$ cat src/edc_pkg.sv
// Purpose: shared constants and types for the emulation acknowledge control
// Assumes: one 100 MHz bus clock
// Notes: mode and state codes are one-hot
package edc_pkg;
    // ---------------------------------------------------------------
    // timing
    // ---------------------------------------------------------------
    localparam int CLK_PERIOD_NS = 10;
    localparam int BUS_TIMEOUT_NS = 1020000; // 1.02 ms
    localparam int BUS_TIMEOUT_CYCLES = BUS_TIMEOUT_NS / CLK_PERIOD_NS; // longest time, rounded down
    localparam int CS_CHANNELS = 4;
    localparam int WAIT_W = 4;

    // ---------------------------------------------------------------
    // vectors and reset values
    // ---------------------------------------------------------------
    localparam logic [7:0] VEC_BUS_FAULT = 8'h08;
    localparam logic [7:0] VEC_ADDR_FAULT = 8'h0C;
    localparam logic [7:0] VEC_RESET = 8'h00;
    localparam logic [CS_CHANNELS-1:0] CS_INTERNAL_RESET = 4'h1;
    localparam logic EMU_WAIT1_RESET = 1'b0;
    localparam logic CAPTURE_RESET = 1'b0;

    // global acknowledge mode, exactly one active
    typedef enum logic [2:0] {
        MODE_MAP_INTERLOCK = 3'b001,
        MODE_TARGET_ALWAYS = 3'b010,
        MODE_EMU_ALWAYS = 3'b100
    } edc_mode_type;

    // bus cycle sequencer state
    typedef enum logic [1:0] {
        ST_IDLE = 2'b01,
        ST_BUSY = 2'b10
    } edc_state_type;

    // configuration word
    typedef struct packed {
        logic capture;                       // trace until halt, never trigger
        logic emu_wait1;                     // emulator ack with one wait state
        edc_mode_type mode;                  // global ack mode
        logic [CS_CHANNELS-1:0] cs_internal; // per channel internal ack source
    } edc_cfg_type;

    // descriptor of one bus cycle
    typedef struct packed {
        logic cs_hit;             // a chip select covers the address
        logic [1:0] cs_sel;       // which chip select
        logic emul_mem;           // address mapped as emulation memory
        logic interlock;          // map entry asks for target ack
        logic [WAIT_W-1:0] waits; // programmed internal wait states
    } edc_cyc_type;

    localparam edc_cfg_type CFG_RESET = '{capture: CAPTURE_RESET, emu_wait1: EMU_WAIT1_RESET,
                                          mode: MODE_MAP_INTERLOCK, cs_internal: CS_INTERNAL_RESET};
endpackage

$ cat src/edc_ack_control.sv
// Purpose: acknowledge source, wait states, bus timeout and halt control of the emulator
// Assumes: cycle and exception inputs come from logic on clock_in; target pins are asynchronous
// Notes: transfer_ack is open drain, driven low while transfer_ack_oe_out is high
//
// Contract
// - four chip selects pick internal or external ack; at reset first internal, others external
// - map interlock mode takes ack behaviour from the map entry of the access
// - interlocked emulation access waits for target ack unless internal ack exists
// - target ack always mode ends every emulation access on target ack
// - otherwise emulation accesses without internal ack end after the emulator's wait-state count
// - emulator ack always ignores map and acks everything with zero or one wait
// - emulator never drives halt; target halt sets halted status
// - fault during exception processing is a double fault; halt and stop cycles
// - bus fault vector at 08H, address fault at 0CH; odd bus vector double faults
// - halted status latches until target reset or emulator reset command
// - unacknowledged cycle ends with internal bus fault after about 1.02 ms
// - bus fault exception first writes low program counter word to stack
// - capture mode stores every cycle, never triggers, holds states before halt
`timescale 1ns/100ps
`default_nettype none
module edc_ack_control
    import edc_pkg::*;
#(
    parameter int TIMEOUT_CYCLES = BUS_TIMEOUT_CYCLES
) (
    input wire logic clock_in,              // bus clock
    input wire logic reset_n_in,            // async reset, active low
    input wire logic target_reset_n_in,     // target reset pin, active low
    input wire logic emu_reset_cmd_in,      // emulator reset command pulse
    input wire edc_cfg_type cfg_in,         // new configuration
    input wire logic cfg_load_in,           // load cfg_in pulse
    input wire logic cycle_start_in,        // bus cycle begins pulse
    input wire edc_cyc_type cycle_in,       // descriptor with cycle_start_in
    input wire logic transfer_ack_n_in,     // transfer_ack pin level, active low
    input wire logic halt_n_in,             // halt pin from target, active low
    input wire logic addr_fault_in,         // address fault pulse
    input wire logic vector_odd_in,         // fetched bus fault vector odd pulse
    input wire logic exc_done_in,           // exception processing finished pulse
    input wire logic trigger_match_in,      // analyzer trigger condition
    output logic transfer_ack_out,          // transfer_ack drive level
    output logic transfer_ack_oe_out,       // high while pulling transfer_ack low
    output logic cycle_done_out,            // cycle terminated pulse
    output logic bus_fault_signal_out,      // internal bus fault pulse
    output logic stack_write_out,           // stack write of low pc word pulse
    output logic [7:0] vector_addr_out,     // exception vector location
    output logic exc_active_out,            // exception processing in progress
    output logic bus_enable_out,            // cycles may be issued
    output logic halted_out,                // halted status
    output logic trace_store_out,           // analyzer store pulse
    output logic trace_trigger_out,         // analyzer trigger pulse
    output edc_cfg_type cfg_out             // active configuration
);
    localparam int TO_W = $clog2(TIMEOUT_CYCLES + 1);
    localparam logic [TO_W-1:0] TO_LAST = TO_W'(TIMEOUT_CYCLES - 1);

    // ---------------------------------------------------------------
    // helpers
    // ---------------------------------------------------------------
    // wait count reached
    function automatic logic reached(input logic [WAIT_W-1:0] cnt, input logic [WAIT_W-1:0] n);
        reached = (cnt >= n);
    endfunction

    // ---------------------------------------------------------------
    // pin synchronisers
    // ---------------------------------------------------------------
    logic [2:0] pin_s1_q, pin_s1_d, pin_s2_q, pin_s2_d;

    // two flops per pin: ack, halt, target reset
    always_comb begin
        pin_s1_d = {target_reset_n_in, halt_n_in, transfer_ack_n_in};
        pin_s2_d = pin_s1_q;
    end

    always_ff @(posedge clock_in or negedge reset_n_in) begin
        if (!reset_n_in) begin
            pin_s1_q <= 3'h7;
            pin_s2_q <= 3'h7;
        end else begin
            pin_s1_q <= pin_s1_d;
            pin_s2_q <= pin_s2_d;
        end
    end

    logic ext_ack, target_halt, target_reset, clear_halt;
    assign ext_ack = !pin_s2_q[0];
    assign target_halt = !pin_s2_q[1];
    assign target_reset = !pin_s2_q[2];
    assign clear_halt = target_reset || emu_reset_cmd_in;

    // ---------------------------------------------------------------
    // main state
    // ---------------------------------------------------------------
    edc_cfg_type cfg_q, cfg_d;
    edc_state_type state_q, state_d;
    edc_cyc_type cyc_q, cyc_d;
    logic [WAIT_W-1:0] wait_q, wait_d;
    logic [TO_W-1:0] to_q, to_d;
    logic halted_q, halted_d, exc_q, exc_d, exc_bus_q, exc_bus_d;
    logic [7:0] vec_q, vec_d;
    logic done_q, done_d, fault_q, fault_d, stack_q, stack_d;
    logic drive_q, drive_d, store_q, store_d, trig_q, trig_d;
    logic internal, int_ack, emu_ack, own_ack, end_cycle, timeout, fault_now, double_fault;

    // ack source selection and sequencing
    always_comb begin
        cfg_d = cfg_q;
        state_d = state_q;
        cyc_d = cyc_q;
        wait_d = wait_q;
        to_d = to_q;
        halted_d = halted_q;
        exc_d = exc_q;
        exc_bus_d = exc_bus_q;
        vec_d = vec_q;
        done_d = 1'b0;
        fault_d = 1'b0;
        stack_d = 1'b0;
        drive_d = 1'b0;
        if (cfg_load_in) begin
            cfg_d = cfg_in;
        end
        internal = cyc_q.cs_hit && cfg_q.cs_internal[cyc_q.cs_sel];
        int_ack = internal && reached(wait_q, cyc_q.waits);
        emu_ack = reached(wait_q, {{(WAIT_W-1){1'b0}}, cfg_q.emu_wait1});
        case (cfg_q.mode)
            MODE_EMU_ALWAYS: own_ack = emu_ack;
            MODE_TARGET_ALWAYS: own_ack = int_ack && !cyc_q.emul_mem;
            default: begin
                if (!cyc_q.emul_mem) begin
                    own_ack = int_ack;
                end else if (internal) begin
                    own_ack = int_ack;
                end else begin
                    own_ack = !cyc_q.interlock && emu_ack;
                end
            end
        endcase
        if (state_q != ST_BUSY) begin
            own_ack = 1'b0;
        end
        end_cycle = (state_q == ST_BUSY) && (own_ack || ext_ack);
        timeout = (state_q == ST_BUSY) && !end_cycle && (to_q == TO_LAST);
        fault_now = timeout || addr_fault_in;
        double_fault = (fault_now && exc_q) || (vector_odd_in && exc_q && exc_bus_q);
        case (state_q)
            ST_IDLE: begin
                if (cycle_start_in && !halted_q) begin
                    state_d = ST_BUSY;
                    cyc_d = cycle_in;
                    wait_d = '0;
                    to_d = '0;
                end
            end
            ST_BUSY: begin
                wait_d = (wait_q == {WAIT_W{1'b1}}) ? wait_q : wait_q + 1'b1;
                to_d = to_q + 1'b1;
                drive_d = own_ack;
                if (end_cycle || timeout) begin
                    state_d = ST_IDLE;
                    done_d = end_cycle;
                    fault_d = timeout;
                end
            end
            default: state_d = ST_IDLE;
        endcase
        // exception entry and double fault
        if (double_fault || target_halt) begin
            halted_d = 1'b1;
        end else if (fault_now && !halted_q) begin
            exc_d = 1'b1;
            exc_bus_d = timeout;
            vec_d = timeout ? VEC_BUS_FAULT : VEC_ADDR_FAULT;
            stack_d = timeout;
        end else if (exc_done_in) begin
            exc_d = 1'b0;
        end
        if (halted_q) begin
            state_d = ST_IDLE;
        end
        if (clear_halt) begin
            halted_d = 1'b0;
            exc_d = 1'b0;
            exc_bus_d = 1'b0;
            vec_d = VEC_RESET;
            state_d = ST_IDLE;
        end
        // analyzer: store each cycle only in capture mode, trigger never in capture mode
        store_d = cfg_q.capture && (done_d || fault_d);
        trig_d = !cfg_q.capture && trigger_match_in && (done_d || fault_d);
    end

    always_ff @(posedge clock_in or negedge reset_n_in) begin
        if (!reset_n_in) begin
            cfg_q <= CFG_RESET;
            state_q <= ST_IDLE;
            cyc_q <= '0;
            wait_q <= '0;
            to_q <= '0;
            halted_q <= 1'b0;
            exc_q <= 1'b0;
            exc_bus_q <= 1'b0;
            vec_q <= VEC_RESET;
            done_q <= 1'b0;
            fault_q <= 1'b0;
            stack_q <= 1'b0;
            drive_q <= 1'b0;
            store_q <= 1'b0;
            trig_q <= 1'b0;
        end else begin
            cfg_q <= cfg_d;
            state_q <= state_d;
            cyc_q <= cyc_d;
            wait_q <= wait_d;
            to_q <= to_d;
            halted_q <= halted_d;
            exc_q <= exc_d;
            exc_bus_q <= exc_bus_d;
            vec_q <= vec_d;
            done_q <= done_d;
            fault_q <= fault_d;
            stack_q <= stack_d;
            drive_q <= drive_d;
            store_q <= store_d;
            trig_q <= trig_d;
        end
    end

    // ---------------------------------------------------------------
    // outputs
    // ---------------------------------------------------------------
    // halt pin is input only here
    assign transfer_ack_out = 1'b0;
    assign transfer_ack_oe_out = drive_q;
    assign cycle_done_out = done_q;
    assign bus_fault_signal_out = fault_q;
    assign stack_write_out = stack_q;
    assign vector_addr_out = vec_q;
    assign exc_active_out = exc_q;
    assign bus_enable_out = !halted_q;
    assign halted_out = halted_q;
    assign trace_store_out = store_q;
    assign trace_trigger_out = trig_q;
    assign cfg_out = cfg_q;
endmodule
`default_nettype wire

$ cat config.mk
export PLATFORM = sky130hd
export DESIGN_NAME = edc_ack_control
export DESIGN_NICKNAME = d
export VERILOG_FILES = /design/src/edc_pkg.sv /design/src/edc_ack_control.sv
export SDC_FILE = /design/constraint.sdc
export NUM_CORES = 1
export LEC_CHECK = 0
export ABC_AREA = 1
export BUFFER_PORTS_ARGS = -buffer_cell sky130_fd_sc_hd__buf_4
export CAP_MARGIN = 20
export CORE_ASPECT_RATIO = 0.5
export CORE_MARGIN = 5
export CORE_UTILIZATION = 59
export DETAILED_ROUTE_END_ITERATION = 7
export GPL_TIMING_DRIVEN = 0
export PLACE_DENSITY = 0.84
export SLEW_MARGIN = 20
export SYNTH_ARGS = -nofsm -noshare
export SYNTH_HDL_FRONTEND = slang
export SYNTH_SLANG_ARGS = --single-unit
$ cat constraint.sdc
create_clock -name clock_in -period 5.57 [get_ports clock_in]
set_input_delay 1.114 -clock clock_in [delete_from_list [all_inputs] [get_ports clock_in]]
set_output_delay 1.114 -clock clock_in [all_outputs]
set_load 0.01 [all_outputs]
==> results.toml <==
[run_status]
run_status = "finished clean"

[global_route]
via_count_of_the_first_global_routing_pass = 2417
pin_count_of_the_biggest_net_entering_global_routing = 59
grt_pass1_wl_mm = 10.8
grt_usage = 0.216
globalRoute.totalOverflow = 0
grt_antenna_before_repair = 0

[clocking]
htree_num_levels = 3
postCtsResizedCells = 0
clockBufferDepth = 2
clock_sink_count = 58
post-cts-setup-buffers = 0
cts_hold_buf = 0
clock_tree.root_cell = "sky130_fd_sc_hd__clkbuf_8"
cts_buffers = 9
clk_pin_slew_ns = 0.07
cts_tree = "done"
clock_insertion_delay_worst_skew_ns = 0.34

[placed_design]
placed_cells_incl_taps = 464
routabilityCongestion = 0.905
dpl_worst_slack_ns = 2.96
placement.io_buffers = 49
post-dp-hpwl_mm = 4.72
place_area_mm2 = 0.00341

[final_layout]
post_route_cells_drive_above_1_share = 0.278
antenna_cells_inserted = 0
most_common_cell_after_layout_fill_and_taps_aside = "sky130_fd_sc_hd__nand2_1"
layout-area-overhead-vs-synth_pct = 23.7
finish.instance_area_mm2 = 0.00363
nets_final = 444
most_used_cells_in_the_layout_excluding_fill_and_tap_cells = "sky130_fd_sc_hd__nand2_1, sky130_fd_sc_hd__buf_4, sky130_fd_sc_hd__dfrtp_1"
fillers = 352
postLayoutCoreUtil = 0.747
layoutNonFillerInstCount = 480

[worst_setup_path]
critical_path.cell_chain = "ha_1 -> nand3_4 -> o21ai_4 -> nand2_2 -> nor3_2 -> nand3_2 -> nor4_4 -> a21oi_1 -> o21a_1"
worst_setup_path_end_kind = "flip-flop"
cp_num_buf_inv = 0
timing.critical_path.required_ns = 5.80
timing.critical_path.from_type = "flip-flop"
critical_path.top_delay_family = "simple AND/OR/NAND/NOR gates"
arrival_ns = 2.51
crit_fanout = 8
critical_path_max_stage_delay_ns = 0.53
slowest_stage = "sky130_fd_sc_hd__dfstp_2"
path_class = "flip-flop to flip-flop"

[detailed_routing]
wire_per_inst_um = 13.5
route.final.wire_length_mm = 6.50
firstDrtPassIters = 5
via_per_inst = 5.21
drt_iter0_drc = 163
ant_nets = 0
route.detailed.drc = 0
route.vias.total = 2499

[floorplanning]
die-area_mm2 = 0.00657
die_height_um = 59.9
coreArea_mm2 = 0.00486
initial_utilization = 0.604
ios = 57
die-width_um = 110
num_rows = 18

[sta]
number_of_max_slew_violations_in_the_final_report = 0
rsz_0062_raised_after_global_routing = "false"
worst_pin_slew_ns = 0.714
final_critical_path_setup_slack_ns = 3.29
max_slew_margin = 0.524
timing.setup.tns_ns = 0
fin_hold_ws_ns = 0.350
clock_skew_ns = 0.00993
fmaxAchievable_mhz = 438
finalCritPeriodShare = 0.410
hold_viol_final = 0
final_setup_violation_count = 0
layout_min_cycle_time_ns = 2.28

[synth]
ys_top_cells_by_area = "sky130_fd_sc_hd__dfrtp_1, sky130_fd_sc_hd__nand2_1, sky130_fd_sc_hd__dfstp_2"
avgSynthCellArea_um2 = 8.66
fraction_of_post_synthesis_cell_area_in_the_top_cell_type_by_area = 0.418
postSynthRegisterBits = 58
yosysUniqueCellTypes = 35
synth_top_cell_by_area = "sky130_fd_sc_hd__dfrtp_1"
synth_enable_flop_cells = 0
synthCells = 339
postSynth.asyncResetShare = 1.00
syn-cell-area_mm2 = 0.00294
yosysSeqAreaShare = 0.498
most_used_flip_flop_cell_after_synthesis = "sky130_fd_sc_hd__dfrtp_1"
synth.yosys.warnings = 0

[flow_run]
maxCapViolCount = 0

[power]
power.static_leakage_nw = 1.86
vdd.ir_drop.worst_v = 0.000158
post-layout-total-power_mw = 1.06
power_density_mw_per_mm2 = 292

[min_path]
worstHoldPathType = "flip-flop to flip-flop"
-- area by class of cell --
class	instances	area (µm²)	share of cell area
clock buffers	11	141	0.0389
flip-flops and latches	58	1460	0.403
well taps	70	87.6	0.0241
multi-input cells	227	1240	0.342
repair buffers	49	368	0.101
clock inverters	5	77.6	0.0213
plain buffers	10	65.1	0.0179
inverters	50	188	0.0517
-- path summary, 6_finish.rpt --
check	from	end	slack, ns	cells past startpoint
min in group asynchronous	reset_n_in	exc_active_out	0.84	1
setup / recovery	state_q[0]	to_q[16]	3.29	9
setup reg to reg	state_q[0]	to_q[16]	3.29	9
hold / removal	pin_s1_q[0]	pin_s2_q[0]	0.35	0
max in group asynchronous	reset_n_in	trace_store_out	4.27	1
hold reg to reg	pin_s1_q[0]	pin_s2_q[0]	0.35	0
-- cell usage after synthesis (2+ instances only) --
cell and n:
sky130_fd_sc_hd__a21oi_1 17, sky130_fd_sc_hd__and3_1 2, sky130_fd_sc_hd__buf_4 7, sky130_fd_sc_hd__clkbuf_1 2, sky130_fd_sc_hd__dfrtp_1 49, sky130_fd_sc_hd__dfstp_2 9
sky130_fd_sc_hd__ha_1 9, sky130_fd_sc_hd__inv_1 45, sky130_fd_sc_hd__inv_2 5, sky130_fd_sc_hd__mux2_2 2, sky130_fd_sc_hd__nand2_1 67, sky130_fd_sc_hd__nand2_2 8
sky130_fd_sc_hd__nand3_1 19, sky130_fd_sc_hd__nand3_2 4, sky130_fd_sc_hd__nand4_1 8, sky130_fd_sc_hd__nor2_1 30, sky130_fd_sc_hd__nor2_2 3, sky130_fd_sc_hd__nor2_4 3
sky130_fd_sc_hd__nor3_1 8, sky130_fd_sc_hd__nor4_1 3, sky130_fd_sc_hd__nor4_4 2, sky130_fd_sc_hd__o21ai_0 23, sky130_fd_sc_hd__o21ai_1 2
-- logic make-up after synthesis --
kind of cell | Yosys count | share of synthesized area
fa+ha+maj | 9 | 0.0383
compound gates | 47 | 0.0899
flops | 58 | 0.498
mux | 2 | 0.00767
other cells | 1 | 0.00128
buf+inv | 60 | 0.0861
simple gates | 162 | 0.279
-- where the power goes --
group / internal, mW / switching (mW) / leakage, nW
clock: 0.263 / 0.168 / 0.109
sequential: 0.452 / 0.0166 / 0.747
combinational: 0.0658 / 0.0980 / 1.00
-- layer usage --
metal | track usage | vias up | part of all wire
li1 | - | 1227 | -
met1 | 0.257 | 1186 | 0.41
met2 | 0.378 | 76 | 0.51
met3 | 0.0615 | 10 | 0.065
met4 | 0.0799 | 0 | 0.012
met5 | 0 | - | 0
-- worst register-to-register path: cells and delay by family (launching register included) --
kind	cells	cell delay (ns)
simple gates	5	0.93
flops	1	0.53
compound gates	3	0.41
fa+ha+maj	1	0.31
-- sequential cells by signal, indices dropped and copies added, names as in the netlist --
name                  count
trace_trigger_out         1
transfer_ack_oe_out       1
halted_out                1
trace_store_out           1
pin_s2_q                  3
cyc_q                     9
vector_addr_out           2
cycle_done_out            1
stack_write_out           1
pin_s1_q                  3
to_q                     17
exc_bus_q                 1
wait_q                    4
exc_active_out            1
bus_fault_signal_out      1
state_q                   2
cfg_out                   9
(Power assumes the default switching activity.)
